### config.mk
export PLATFORM = sky130hd
export DESIGN_NAME = fbs_status_regs
export DESIGN_NICKNAME = d
export VERILOG_FILES = /design/src/design/fbs_pkg.sv /design/src/design/fbs_status_regs.sv /design/src/design/fbs_offset_capture.sv
export SDC_FILE = /design/constraint.sdc
export NUM_CORES = 1
export LEC_CHECK = 0
export ABC_AREA = 1
export BUFFER_PORTS_ARGS = -buffer_cell sky130_fd_sc_hd__buf_4
export CORE_UTILIZATION = 35
export CTS_CLUSTER_DIAMETER = 200
export DETAILED_ROUTE_END_ITERATION = 12
export PLACE_DENSITY_LB_ADDON = 0.05
export SYNTH_ARGS = -nofsm -noshare
export SYNTH_HDL_FRONTEND = slang
export SYNTH_SLANG_ARGS = --single-unit
### constraint.sdc
create_clock -name clock -period 3.1 [get_ports clock]
set_input_delay 0.155 -clock clock [delete_from_list [all_inputs] [get_ports clock]]
set_output_delay 0.155 -clock clock [all_outputs]
set_load 0.1 [all_outputs]
### src/design/fbs_pkg.sv
package fbs_pkg;

    // ****************************************
    // Register map
    // ****************************************
    localparam logic [11:0] FBS_OFS_ERROR_CAUSE = 12'h0c0;
    localparam logic [11:0] FBS_OFS_BC_CONTROL = 12'h0d0;
    localparam logic [11:0] FBS_OFS_BC_RESULT = 12'h0d4;
    localparam logic [11:0] FBS_OFS_FIRST_OFFSET = 12'h0d8;

    // ****************************************
    // Field layout and reset values
    // ****************************************
    localparam int FBS_ERR_CODE_W = 8;
    localparam int FBS_ERR_REG_W = 16;
    localparam int FBS_CTRL_REG_W = 8;
    localparam int FBS_OFFSET_W = 21;
    localparam int FBS_DATA_W = 32;
    localparam int FBS_SCAN_DIR_POS = 0;
    localparam int FBS_RESULT_POS = 0;
    localparam logic [7:0] FBS_ERR_CODE_RST = 8'h00;
    localparam logic [7:0] FBS_CTRL_RST = 8'h00;
    localparam logic [20:0] FBS_OFFSET_RST = 21'h0;
    localparam logic FBS_RESULT_RST = 1'b0;

    // ****************************************
    // Error cause codes
    // ****************************************
    localparam logic [7:0] FBS_ERR_NONE = 8'h00;
    localparam logic [7:0] FBS_ERR_PROGRAM = 8'h02;
    localparam logic [7:0] FBS_ERR_ERASE = 8'h12;

    // Scan order encodings
    localparam logic FBS_DIR_INCREMENTAL = 1'b0;
    localparam logic FBS_DIR_DECREMENTAL = 1'b1;

    // Register access request from the processor side
    typedef struct packed {
        logic rd;
        logic wr;
        logic [11:0] addr;
        logic [31:0] wdata;
    } fbs_reg_req_t;

    // One location checked by the blank-check engine
    typedef struct packed {
        logic valid;
        logic programmed;
        logic [20:0] addr;
    } fbs_bc_hit_t;

    // Blank-check progress
    typedef enum logic [1:0] {
        FBS_BC_IDLE = 2'b01,
        FBS_BC_SCAN = 2'b10
    } fbs_bc_state_t;

endpackage

### src/design/fbs_status_regs.sv
`timescale 1ns/1ps
// What this block does
// - Error code: 00 none, 02 program, 12 erase
// - Error register read-only, 16 bits, upper zero
// - Direction bit: 0 incremental, 1 decremental scan
// - Sequencer initialise resets the control register
// - Control register 8 bits, reset zero, reserved zero
// - Result bit: 0 erased, 1 programmed found
// - Capture 21-bit offset of first programmed location
// - Erased result leaves previous offset in place
// - Offset register 32-bit read-only, bits 31:21 zero
module fbs_status_regs
    import fbs_pkg::*;
(
    input wire logic clock,
    input wire logic rst_n,
    input fbs_reg_req_t reg_req,
    output logic [31:0] reg_rdata,
    output logic reg_rvalid,
    input wire logic seq_init,
    input wire logic pe_done,
    input wire logic erase_error_flag,
    input wire logic program_error_flag,
    input wire logic bc_start,
    input fbs_bc_hit_t bc_hit,
    input wire logic bc_done,
    output logic scan_direction_bit,
    output logic blank_result_bit,
    output logic [7:0] error_cause_code
);

    // ****************************************
    // Storage
    // ****************************************
    logic [7:0] error_cause_code_reg; // Last failure cause
    logic scan_direction_reg; // Software scan order
    logic run_direction_reg; // Order frozen for the running scan
    logic blank_result_reg; // Last blank-check outcome
    logic [20:0] programmed_offset_reg; // Offset of first programmed data
    fbs_bc_state_t bc_state_reg; // Scan progress
    logic [31:0] reg_rdata_next; // Read mux output
    logic cap_found; // Tracker saw a programmed location
    logic [20:0] cap_addr; // Tracker's best address
    logic cap_clear; // Restart the tracker

    // ****************************************
    // Program / erase failure cause
    // ****************************************
    // Updated only on completion with a raised flag; erase wins when both
    always_ff @(posedge clock or negedge rst_n) begin
        if (!rst_n) begin
            error_cause_code_reg <= FBS_ERR_CODE_RST;
        end else if (pe_done && erase_error_flag) begin
            error_cause_code_reg <= FBS_ERR_ERASE;
        end else if (pe_done && program_error_flag) begin
            error_cause_code_reg <= FBS_ERR_PROGRAM;
        end
        // Otherwise held so the older cause stays visible
    end

    AST_ERASE_CODE: assert property (@(posedge clock) disable iff (!rst_n)
        pe_done && erase_error_flag |=> error_cause_code_reg == 8'h12)
        else $error("erase failure did not give code 12");

    AST_PROGRAM_CODE: assert property (@(posedge clock) disable iff (!rst_n)
        pe_done && program_error_flag && !erase_error_flag
        |=> error_cause_code_reg == 8'h02)
        else $error("program failure did not give code 02");

    AST_CODE_HELD: assert property (@(posedge clock) disable iff (!rst_n)
        !erase_error_flag && !program_error_flag
        |=> error_cause_code_reg == $past(error_cause_code_reg))
        else $error("error code changed without an error flag");

    // Reserved codes can never be stored, whatever the flags do
    AST_CODE_LEGAL: assert property (@(posedge clock) disable iff (!rst_n)
        error_cause_code_reg == 8'h00 || error_cause_code_reg == 8'h02
        || error_cause_code_reg == 8'h12)
        else $error("reserved error code stored");

    // ****************************************
    // Blank-check direction control
    // ****************************************
    // Only bit 0 is stored; reserved write data is dropped
    always_ff @(posedge clock or negedge rst_n) begin
        if (!rst_n) begin
            scan_direction_reg <= FBS_CTRL_RST[FBS_SCAN_DIR_POS];
        end else if (seq_init) begin
            scan_direction_reg <= FBS_CTRL_RST[FBS_SCAN_DIR_POS];
        end else if (reg_req.wr && reg_req.addr == FBS_OFS_BC_CONTROL) begin
            scan_direction_reg <= reg_req.wdata[FBS_SCAN_DIR_POS];
        end
    end

    AST_INIT_CLEARS_DIR: assert property (@(posedge clock) disable iff (!rst_n)
        seq_init |=> !scan_direction_reg)
        else $error("sequencer initialise left direction set");

    AST_DIR_WRITE: assert property (@(posedge clock) disable iff (!rst_n)
        reg_req.wr && reg_req.addr == FBS_OFS_BC_CONTROL && !seq_init
        |=> scan_direction_reg == $past(reg_req.wdata[0]))
        else $error("direction bit did not take written value");

    // Direction is driven to the engine through a second flop fed by the register
    always_ff @(posedge clock or negedge rst_n) begin
        if (!rst_n) begin
            scan_direction_bit <= FBS_CTRL_RST[FBS_SCAN_DIR_POS];
        end else begin
            scan_direction_bit <= seq_init ? FBS_CTRL_RST[FBS_SCAN_DIR_POS]
                                           : scan_direction_reg;
        end
    end

    // Engine copy trails the register by one cycle; init forces zero
    AST_DIR_OUT: assert property (@(posedge clock) disable iff (!rst_n)
        !seq_init |=> scan_direction_bit == $past(scan_direction_reg))
        else $error("direction output lost the register value");

    // ****************************************
    // Blank-check sequence
    // ****************************************
    // Direction is frozen at start: a write mid-scan would mix two orders
    always_ff @(posedge clock or negedge rst_n) begin
        if (!rst_n) begin
            bc_state_reg <= FBS_BC_IDLE;
            run_direction_reg <= FBS_DIR_INCREMENTAL;
        end else begin
            unique case (bc_state_reg)
                FBS_BC_IDLE: begin
                    if (bc_start) begin
                        bc_state_reg <= FBS_BC_SCAN;
                        run_direction_reg <= scan_direction_reg;
                    end
                end
                FBS_BC_SCAN: begin
                    if (bc_done || seq_init) begin
                        bc_state_reg <= FBS_BC_IDLE;
                    end
                end
                default: begin
                    bc_state_reg <= FBS_BC_IDLE;
                end
            endcase
        end
    end

    // ****************************************
    // Scan checks
    // ****************************************
    // Only the two one-hot codes may ever appear
    AST_STATE_ONEHOT: assert property (@(posedge clock) disable iff (!rst_n)
        $onehot(bc_state_reg))
        else $error("blank-check state left its one-hot codes");

    // Initialise abandons a running scan; results stay as they were unless done arrives in the same cycle
    AST_INIT_ABORTS: assert property (@(posedge clock) disable iff (!rst_n)
        seq_init && bc_state_reg == FBS_BC_SCAN |=> bc_state_reg == FBS_BC_IDLE)
        else $error("initialise did not stop the scan");

    // A repeated start mid-scan must not disturb the frozen order
    AST_ORDER_FROZEN: assert property (@(posedge clock) disable iff (!rst_n)
        bc_state_reg == FBS_BC_SCAN |=> run_direction_reg == $past(run_direction_reg))
        else $error("scan order changed during a scan");

    // Tracker restarts at every new scan
    assign cap_clear = bc_start && (bc_state_reg == FBS_BC_IDLE);

    fbs_offset_capture u_capture (
        .clock(clock),
        .rst_n(rst_n),
        .clear(cap_clear),
        .direction(run_direction_reg),
        .hit_valid(bc_hit.valid && bc_hit.programmed && bc_state_reg == FBS_BC_SCAN),
        .hit_addr(bc_hit.addr),
        .found(cap_found),
        .best_addr(cap_addr)
    );

    // Result and offset committed when done arrives during a scan
    always_ff @(posedge clock or negedge rst_n) begin
        if (!rst_n) begin
            blank_result_reg <= FBS_RESULT_RST;
            programmed_offset_reg <= FBS_OFFSET_RST;
        end else if (bc_done && bc_state_reg == FBS_BC_SCAN) begin
            blank_result_reg <= cap_found;
            if (cap_found) begin
                programmed_offset_reg <= cap_addr;
            end
            // Erased area: offset left as it was
        end
    end

    AST_RESULT_MATCHES: assert property (@(posedge clock) disable iff (!rst_n)
        bc_done && bc_state_reg == FBS_BC_SCAN
        |=> blank_result_reg == $past(cap_found))
        else $error("blank result disagrees with scan");

    AST_OFFSET_CAPTURED: assert property (@(posedge clock) disable iff (!rst_n)
        bc_done && bc_state_reg == FBS_BC_SCAN && cap_found
        |=> programmed_offset_reg == $past(cap_addr))
        else $error("programmed offset not captured");

    AST_OFFSET_HELD: assert property (@(posedge clock) disable iff (!rst_n)
        bc_done && bc_state_reg == FBS_BC_SCAN && !cap_found
        |=> $stable(programmed_offset_reg))
        else $error("erased result changed the offset");

    // A stray done outside a scan must leave the result alone
    AST_DONE_IGNORED: assert property (@(posedge clock) disable iff (!rst_n)
        bc_done && bc_state_reg == FBS_BC_IDLE |=> $stable(blank_result_reg))
        else $error("done outside a scan changed the result");

    // ****************************************
    // Read side
    // ****************************************
    // All registers read-only except control; narrow data in low bits
    always_comb begin
        reg_rdata_next = '0;
        unique case (reg_req.addr)
            FBS_OFS_ERROR_CAUSE: begin
                reg_rdata_next[FBS_ERR_CODE_W-1:0] = error_cause_code_reg;
            end
            FBS_OFS_BC_CONTROL: begin
                reg_rdata_next[FBS_SCAN_DIR_POS] = scan_direction_reg;
            end
            FBS_OFS_BC_RESULT: begin
                reg_rdata_next[FBS_RESULT_POS] = blank_result_reg;
            end
            FBS_OFS_FIRST_OFFSET: begin
                reg_rdata_next[FBS_OFFSET_W-1:0] = programmed_offset_reg;
            end
            default: begin
                reg_rdata_next = '0;
            end
        endcase
    end

    // Registered read data, one cycle after the request
    always_ff @(posedge clock or negedge rst_n) begin
        if (!rst_n) begin
            reg_rdata <= '0;
            reg_rvalid <= 1'b0;
        end else begin
            reg_rdata <= reg_req.rd ? reg_rdata_next : '0;
            reg_rvalid <= reg_req.rd;
        end
    end

    AST_UPPER_ZERO: assert property (@(posedge clock) disable iff (!rst_n)
        reg_req.rd && reg_req.addr == FBS_OFS_ERROR_CAUSE
        |=> reg_rvalid && reg_rdata[31:8] == 24'h000000)
        else $error("error register upper bits not zero");

    AST_OFFSET_UPPER_ZERO: assert property (@(posedge clock) disable iff (!rst_n)
        reg_req.rd && reg_req.addr == FBS_OFS_FIRST_OFFSET
        |=> reg_rdata[31:21] == 11'h000 && reg_rdata[20:0] == $past(programmed_offset_reg))
        else $error("offset register read wrong");

    // ****************************************
    // Bus contract checks
    // ****************************************
    // Control and result registers carry one live bit each
    AST_CTRL_RESERVED: assert property (@(posedge clock) disable iff (!rst_n)
        reg_req.rd && reg_req.addr == FBS_OFS_BC_CONTROL |=> reg_rdata[31:1] == 31'h0)
        else $error("control register reserved bits not zero");

    AST_RESULT_RESERVED: assert property (@(posedge clock) disable iff (!rst_n)
        reg_req.rd && reg_req.addr == FBS_OFS_BC_RESULT |=> reg_rdata[31:1] == 31'h0)
        else $error("result register reserved bits not zero");

    // Read answer stands exactly one cycle; the bus idles at zero otherwise
    AST_RVALID_PULSE: assert property (@(posedge clock) disable iff (!rst_n)
        1'b1 |=> reg_rvalid == $past(reg_req.rd))
        else $error("read valid not one cycle after the request");

    AST_IDLE_DATA_ZERO: assert property (@(posedge clock) disable iff (!rst_n)
        !reg_req.rd |=> reg_rdata == 32'h0)
        else $error("read data not zero without a read");

    // ****************************************
    // Side outputs
    // ****************************************
    always_ff @(posedge clock or negedge rst_n) begin
        if (!rst_n) begin
            blank_result_bit <= FBS_RESULT_RST;
            error_cause_code <= FBS_ERR_CODE_RST;
        end else begin
            blank_result_bit <= blank_result_reg;
            error_cause_code <= error_cause_code_reg;
        end
    end

    // Side copies trail their registers by exactly one cycle
    AST_RESULT_OUT: assert property (@(posedge clock) disable iff (!rst_n)
        1'b1 |=> blank_result_bit == $past(blank_result_reg))
        else $error("result output does not follow the register");

    AST_CAUSE_OUT: assert property (@(posedge clock) disable iff (!rst_n)
        1'b1 |=> error_cause_code == $past(error_cause_code_reg))
        else $error("cause output does not follow the register");

endmodule

### src/design/fbs_offset_capture.sv
`timescale 1ns/1ps
module fbs_offset_capture
    import fbs_pkg::*;
(
    input wire logic clock,
    input wire logic rst_n,
    input wire logic clear,
    input wire logic direction,
    input wire logic hit_valid,
    input wire logic [20:0] hit_addr,
    output logic found,
    output logic [20:0] best_addr
);

    // ****************************************
    // Extreme-address tracker
    // ****************************************
    // Keeps lowest or highest programmed address, so the result does not
    // depend on the engine really walking in strict order.
    logic better;
    assign better = (direction == FBS_DIR_DECREMENTAL) ? (hit_addr > best_addr)
                                                       : (hit_addr < best_addr);

    // Found flag and best address
    always_ff @(posedge clock or negedge rst_n) begin
        if (!rst_n) begin
            found <= 1'b0;
            best_addr <= FBS_OFFSET_RST;
        end else if (clear) begin
            found <= 1'b0;
        end else if (hit_valid && (!found || better)) begin
            found <= 1'b1;
            best_addr <= hit_addr;
        end
    end

    // Decremental keeps the maximum, incremental the minimum
    AST_EXTREME_KEPT: assert property (@(posedge clock) disable iff (!rst_n)
        found && hit_valid && !clear && !better |=> best_addr == $past(best_addr))
        else $error("captured offset replaced by a worse address");

endmodule

==> results of run 1 <==
[power by group]
part           internal (µW)  total (µW)  switching, µW
Sequential              1150        1250           99.8
Combinational            300         841            541
Clock                    451         816            365
Total                   1910        2910           1010
[kinds of logic (layout without fill, tap and decap cells)]
kind of cell,after synthesis,count (layout)
DFF,76,76
muxes,1,1
adders and majority gates,21,21
buffers and inverters,92,155
other,1,17
AOI/OAI and AO/OA,37,37
and+or+nand+nor,185,185
[cells in the final DEF (no fill, tap or decap), drive strengths merged]
cell | synthesis | routed
buf | 21 | 74
ha | 21 | 21
nor3b | 1 | 1
inv | 62 | 62
or2 | 1 | 1
nand3b | 1 | 1
dfrtp | 75 | 75
dlygate4sd3 | 0 | 2
a21oi | 7 | 7
o22ai | 2 | 2
nand3 | 28 | 28
o21ai | 24 | 24
clkinv | 1 | 3
nor2 | 36 | 36
dfstp | 1 | 1
a31oi | 3 | 3
conb | 1 | 17
nand2 | 114 | 114
nand4 | 2 | 2
a21o | 1 | 1
mux2 | 1 | 1
nor3 | 2 | 2
bufinv | 0 | 2
clkinvlp | 0 | 1
clkbuf | 8 | 11
[final cells by class]
class,instances,area (µm²)
Multi-Input combinational cell,261,1410
Sequential cell,76,1900
Fill cell,1054,5770
Clock buffer,11,131
Clock inverter,5,77.6
Inverter,63,236
Tap cell,136,170
Timing Repair Buffer,76,576
[per-stage QoR]
| stage | utilization [%] | setup WS [ps] | cell area [µm²] | instances |
|---|---|---|---|---|
| 2_1_floorplan | - | 1360 | 3770 | 429 |
| 6_report | 43.9 | 1050 | 4510 | 628 |
| 5_1_grt | 43.9 | 784 | 4510 | 628 |
| 3_5_place_dp | 41.6 | 1070 | 4280 | 610 |
| 4_1_cts | 43.9 | 1050 | 4510 | 628 |
| 3_3_place_gp | 41.6 | 1090 | 4280 | 610 |
[cell usage after synthesis (all sizes together), types with 2 or more instances]
library cell	number	area (µm²)
nand2	114	541
dfrtp	75	1880
inv	62	233
nor2	36	145
nand3	28	153
o21ai	24	120
buf	21	183
ha	21	263
clkbuf	8	30.0
a21oi	7	35.0
a31oi	3	18.8
nand4	2	12.5
nor3	2	10.0
o22ai	2	12.5
[worst reg2reg max path: stages (launching register included)]
cell and delay, ps:
dfrtp_1 390, inv_1 110, ha_1 250, nand2_1 100
inv_1 40, nand2_1 50, nand2_1 50, a21oi_1 200
nand4_1 180, nand3_4 130, buf_4 270, nand3_1 150
nand2_2 90
[routing by layer]
layer | global-route usage (%) | share of wire (%)
met1 | 22.3 | 53
met5 | 0 | 0
met4 | 7.95 | 1.7
met2 | 21.8 | 41
met3 | 2.43 | 4.6
[path summary, 6_finish.rpt]
kind	from	end	slack, ps	cells after the start
min in group clock	erase_error_flag	error_cause_code_reg[4]	20	3
max	u_capture.best_addr[16]	u_capture.best_addr[18]	1050	12
min reg2reg	error_cause_code_reg[1]	error_cause_code[1]	410	0
max in group asynchronous	rst_n	u_capture.best_addr[4]	2530	1
max reg2reg	u_capture.best_addr[16]	u_capture.best_addr[18]	1050	12
min	rst_n	reg_rdata[12]	-50	1
[repair_timing]
| action | 4_1_cts | 5_1_grt |
|---|---|---|
| hold buffers | 2 | 0 |
| resized for setup | 0 | 0 |
| hold endpoints to repair | 2 | 0 |
==> run_results.csv, run 1 <==
group,metric,value,unit
die,core-area,10300,µm²
critical_path,end_kind,"flip-flop",
critical_path,cp_max_fo,21,
sta,slew_headroom,35.7,%
detailed_routing,first_pass_iters,4,
detailed_routing,vias,2657,
logic_synthesis,yosys.area_share.simple,23.8,%
logic_synthesis,synthCells,413,
detailed_routing,routed_via_density,4.23,
clock_tree,cts_tree,"built",
die,die_w,105,µm
detailed_routing,drc_errors,0,
sta,setup_viol_count_final,0,
logic_synthesis,synth.area.mux_share,0.304,%
logic_synthesis,async_reset_ff_share,100,%
detailed_routing,routed_wl,7590,µm
clock_tree,path_clk_slew,80,ps
placement,port_buffers,71,
placement,hpwl,5240,µm
cells_and_area,n_antenna_cell,0,
sta,min_period,2050,ps
clock_tree,cts-htree-levels,3,
critical_path,cp.arrival,2340,ps
logic_synthesis,yosysWarnings,0,
die,fp-row-count,37,
clock_tree,cts_buffers,9,
critical_path,slowest_stage,"dfrtp_1",
critical_path,max_stage_delay,390,ps
clock_tree,post_cts_buffers,0,
critical_path,critical-path-top-delay-family,"simple AND/OR/NAND/NOR gates",
logic_synthesis,synth_top_family_by_area,"simple AND/OR/NAND/NOR gates",
outcome,status,"complete, but fails checks",
job,cap_violations,0,
cells_and_area,area_growth,21.6,%
sta,rsz0062_at_grt,"false",
clock_tree,cts.root.buffer_cell,"clkbuf_8",
critical_path,setup.worst_path.class,"reg -> reg",
sta,hold_viol_final,75,
logic_synthesis,syn_area_per_cell,8.97,µm²
hold_path,hold_path_class,"in -> async",
critical_path,cp.required,3390,ps
logic_synthesis,synthAdderAreaFrac,7.09,%
die,start_util,36.1,%
grt,grt_overflow_total,0,
critical_path,crit_chain,"inv_1, ha_1, nand2_1, inv_1, nand2_1, nand2_1, a21oi_1, nand4_1, nand3_4, buf_4, nand3_1, nand2_2",
grt,grt_max_degree,77,
sta,whs,-52.4,ps
sta,worst_slew_pin_slew,965,ps
critical_path,critPathBufInv,3,
die,die_area,11000,µm²
sta,fin_setup_tns,0,ps
clock_tree,clk_latency,350,ps
power_and_ir_drop,leakagePower,0.00230,µW
power_and_ir_drop,pwr_density_cell,646,nW/µm²
logic_synthesis,synth_cell_type_count,29,
cells_and_area,fin_nets,585,
clock_tree,cts_max_path_buffers,2,
grt,grt_antenna_before_repair,0,
cells_and_area,drive_gt1_share,28.3,%
sta,period_share,66.2,%
sta,fin_worst_skew,9.06,ps
detailed_routing,routedWlPerCell,12.1,µm
power_and_ir_drop,peakVddDrop,0.000253,V
clock_tree,clkSinkCount,76,
logic_synthesis,synth_area,3710,µm²
power_and_ir_drop,design_power_total,2910,µW
detailed_routing,drt_iter0_drc,132,
logic_synthesis,ys_seq_area_share,51.4,%
logic_synthesis,synth-xor-area-share,0,%
placement,place_congestion,0.745,
detailed_routing,ant_nets,0,
logic_synthesis,synth_edf_count,0,
sta,fmax,0.487,GHz
critical_path,start_kind,"flip-flop",
grt,gr-usage-all-layers,15.3,%
logic_synthesis,synth_seq_cells,76,
sta,slew_viol_final,0,
outcome,violations,"hold timing",
logic_synthesis,synth_compound_area_share,5.23,%
die,ioPinCount,120,
critical_path,path_common_cell,"nand2_1",
grt,grt_pass1_wl,13000,µm
die,fp.dieH,105,µm
grt,grt_pass1_vias,2664,
logic_synthesis,ys.flop_type,"dfrtp_1",
(Power assumes the default switching activity.)
==> run 2: changes to the inputs <==
clock period = 1.8 ns   (was 3.1 ns; I/O delays follow)
==> run 2 against run 1 <==
  * The flow finishes with violations (setup timing)
  * Count of clock-buffer cells in the layout shrank 1
  * Non-clock buffer count grew 84
  * Global-route usage grew 1.2 points
  * Via count grew 13%
  * Die area is the same
  * Critical endpoint is now u_capture.best_addr[20]
==> run_results.csv, run 2 (same netlist as run 1, synthesis figures left out) <==
group,metric,value,unit
power_and_ir_drop,peakVddDrop,0.000521,V
sta,slew_viol_final,0,
cells_and_area,fin_nets,669,
critical_path,cp_max_fo,6,
critical_path,end_kind,"flip-flop",
detailed_routing,vias,3009,
detailed_routing,drt-met1-wl,4110,µm
sta,worst_slew_pin_slew,503,ps
critical_path,start_kind,"input port",
job,cap_violations,0,
hold_path,hold_path_class,"in -> reg",
power_and_ir_drop,pwr_density_cell,1170,nW/µm²
sta,setup_viol_count_final,21,
cells_and_area,fin_cells,712,
clock_tree,cts_max_path_buffers,2,
clock_tree,clk_latency,360,ps
detailed_routing,first_pass_iters,4,
power_and_ir_drop,leakagePower,0.00277,µW
placement,hpwl,5640,µm
detailed_routing,ant_nets,0,
cells_and_area,mostFrequentLayoutCells,"buf_4 (127), dfrtp_1 (75), nand2_1 (64), inv_1 (48), nand2_2 (41)",
grt,grt_antenna_before_repair,0,
clock_tree,clkSinkCount,76,
cells_and_area,area_growth,49.8,%
grt,gr-usage-all-layers,16.5,%
critical_path,slowest_stage,"dlygate4sd3_1",
placement,port_buffers,71,
sta,fin_worst_skew,12.0,ps
critical_path,r2r_cells,14,
detailed_routing,routed_via_density,4.23,
grt,grt_pass1_vias,2922,
die,ioPinCount,120,
critical_path,cp.arrival,2120,ps
sta,fmax,0.533,GHz
detailed_routing,met2WireLength,3700,µm
detailed_routing,routedWlPerCell,11.8,µm
sta,slew_headroom,66.5,%
critical_path,max_stage_delay,530,ps
sta,period_share,104,%
clock_tree,cts_tree,"built",
critical_path,critPathBufInv,3,
detailed_routing,drt_iter0_drc,90,
cells_and_area,n_antenna_cell,0,
power_and_ir_drop,design_power_total,6500,µW
sta,fin_setup_tns,-1080,ps
cells_and_area,final_common_cell,"buf_4",
die,die_area,11000,µm²
sta,whs,13.6,ps
sta,rsz0062_at_grt,"true",
die,fp.dieH,105,µm
clock_tree,cts_buffers,9,
critical_path,worst-path-stages,15,
critical_path,cp.required,2040,ps
critical_path,setup.worst_path.class,"in -> reg",
detailed_routing,highest_layer,"met4",
outcome,status,"complete, but fails checks",
cells_and_area,drive_gt1_share,41.1,%
clock_tree,cts-htree-levels,3,
hold_path,hold_depth,3,
clock_tree,path_clk_slew,80,ps
critical_path,critical-path-top-delay-family,"simple AND/OR/NAND/NOR gates",
detailed_routing,routed_wl,8380,µm
grt,grt_pass1_wl,14000,µm
sta,fin_ws,-75.7,ps
placement,place_congestion,0.743,
grt,grt_overflow_total,0,
die,core-area,10300,µm²
die,fp-row-count,37,
die,start_util,36.1,%
detailed_routing,wl_met3,387,µm
sta,min_period,1880,ps
critical_path,crit_chain,"dlygate4sd3_1, buf_4, ha_1, nand2_1, nor2_2, nand2_1, nor2_2, nand2_1, nand3_2, nand2_2, nand3_4, nand2_4, clkbuf_16, nand2_2, nand2_2",
placement,dpl.cell_count,661,
sta,hold_viol_final,0,
grt,grt_max_degree,42,
outcome,violations,"setup timing",
clock_tree,cts.root.buffer_cell,"clkbuf_8",
detailed_routing,drc_errors,0,
die,die_w,105,µm
run 2: cell types whose count changed in the layout (fill, tap and decap cells not counted), moves of 3 or more:
cell / previous run / this run
buf_12: 0 / 4
buf_4: 74 / 127
dlygate4sd3_1: 2 / 26
ha_1: 21 / 10
ha_4: 0 / 11
inv_1: 60 / 48
inv_2: 2 / 14
nand2_1: 71 / 64
nand2_4: 1 / 9
nor2_1: 34 / 31
nor2_2: 1 / 4
run 2: worst reg2reg max path, delay by kind of cell, from the launching register on:
| kind | cells | cell delay, ps |
|---|---|---|
| buffers and inverters | 2 | 230 |
| flip-flops | 1 | 350 |
| AND/OR/NAND/NOR | 11 | 890 |
| adder cells (fa/ha/maj) | 1 | 280 |
run 2: cell type report:
class	count	area (µm²)
clock buffers	10	128
clock inverters	6	138
fillers	996	4730
inverters	63	236
multi-input cells	261	1630
flip-flops and latches	76	1900
well taps	136	170
repair buffers	160	1340
run 2: what timing repair did:
item / CTS / global route
hold buffers: 26 / 0
cloned: 0 / 1
pin swaps: 1 / 9
endpoints found under the setup margin: 21 / 21
setup buffers: 1 / 7
resized for setup: 24 / 23
hold endpoints to repair: 61 / 0
run 2: per-stage QoR:
stage | util, % | setup slack (ps) | cell area [µm²]
after global placement | 45.8 | -84.1 | 4710
final | 54.0 | -75.7 | 5550
after global routing | 54.0 | -197 | 5550
after CTS | 52.2 | -49.4 | 5360
after floorplan | - | 61.5 | 3770
after detailed placement | 45.8 | -114 | 4710
run 2: final timing paths:
kind | slack [ps] | startpoint | to
max in group asynchronous | 980 | rst_n | u_capture.best_addr[9]
max reg2reg | -60 | u_capture.best_addr[10] | u_capture.best_addr[20]
min | 10 | bc_hit[7] | u_capture.best_addr[7]
max | -80 | bc_hit[10] | u_capture.best_addr[20]
min reg2reg | 410 | blank_result_reg | blank_result_bit
min in group asynchronous | 250 | rst_n | error_cause_code[4]
run 2: per-layer routing:
metal  global-route usage, %  vias to the layer above
met3                    3.56                       14
met2                    25.2                       81
li1                        -                     1558
met4                    6.74                        0
met1                    22.6                     1356
met5                       0                        -
run 2: where the power goes:
| part | switching (µW) | internal (µW) |
|---|---|---|
| sequential | 163 | 1990 |
| combinational | 1270 | 1340 |
| clock | 666 | 1070 |
| total | 2100 | 4400 |
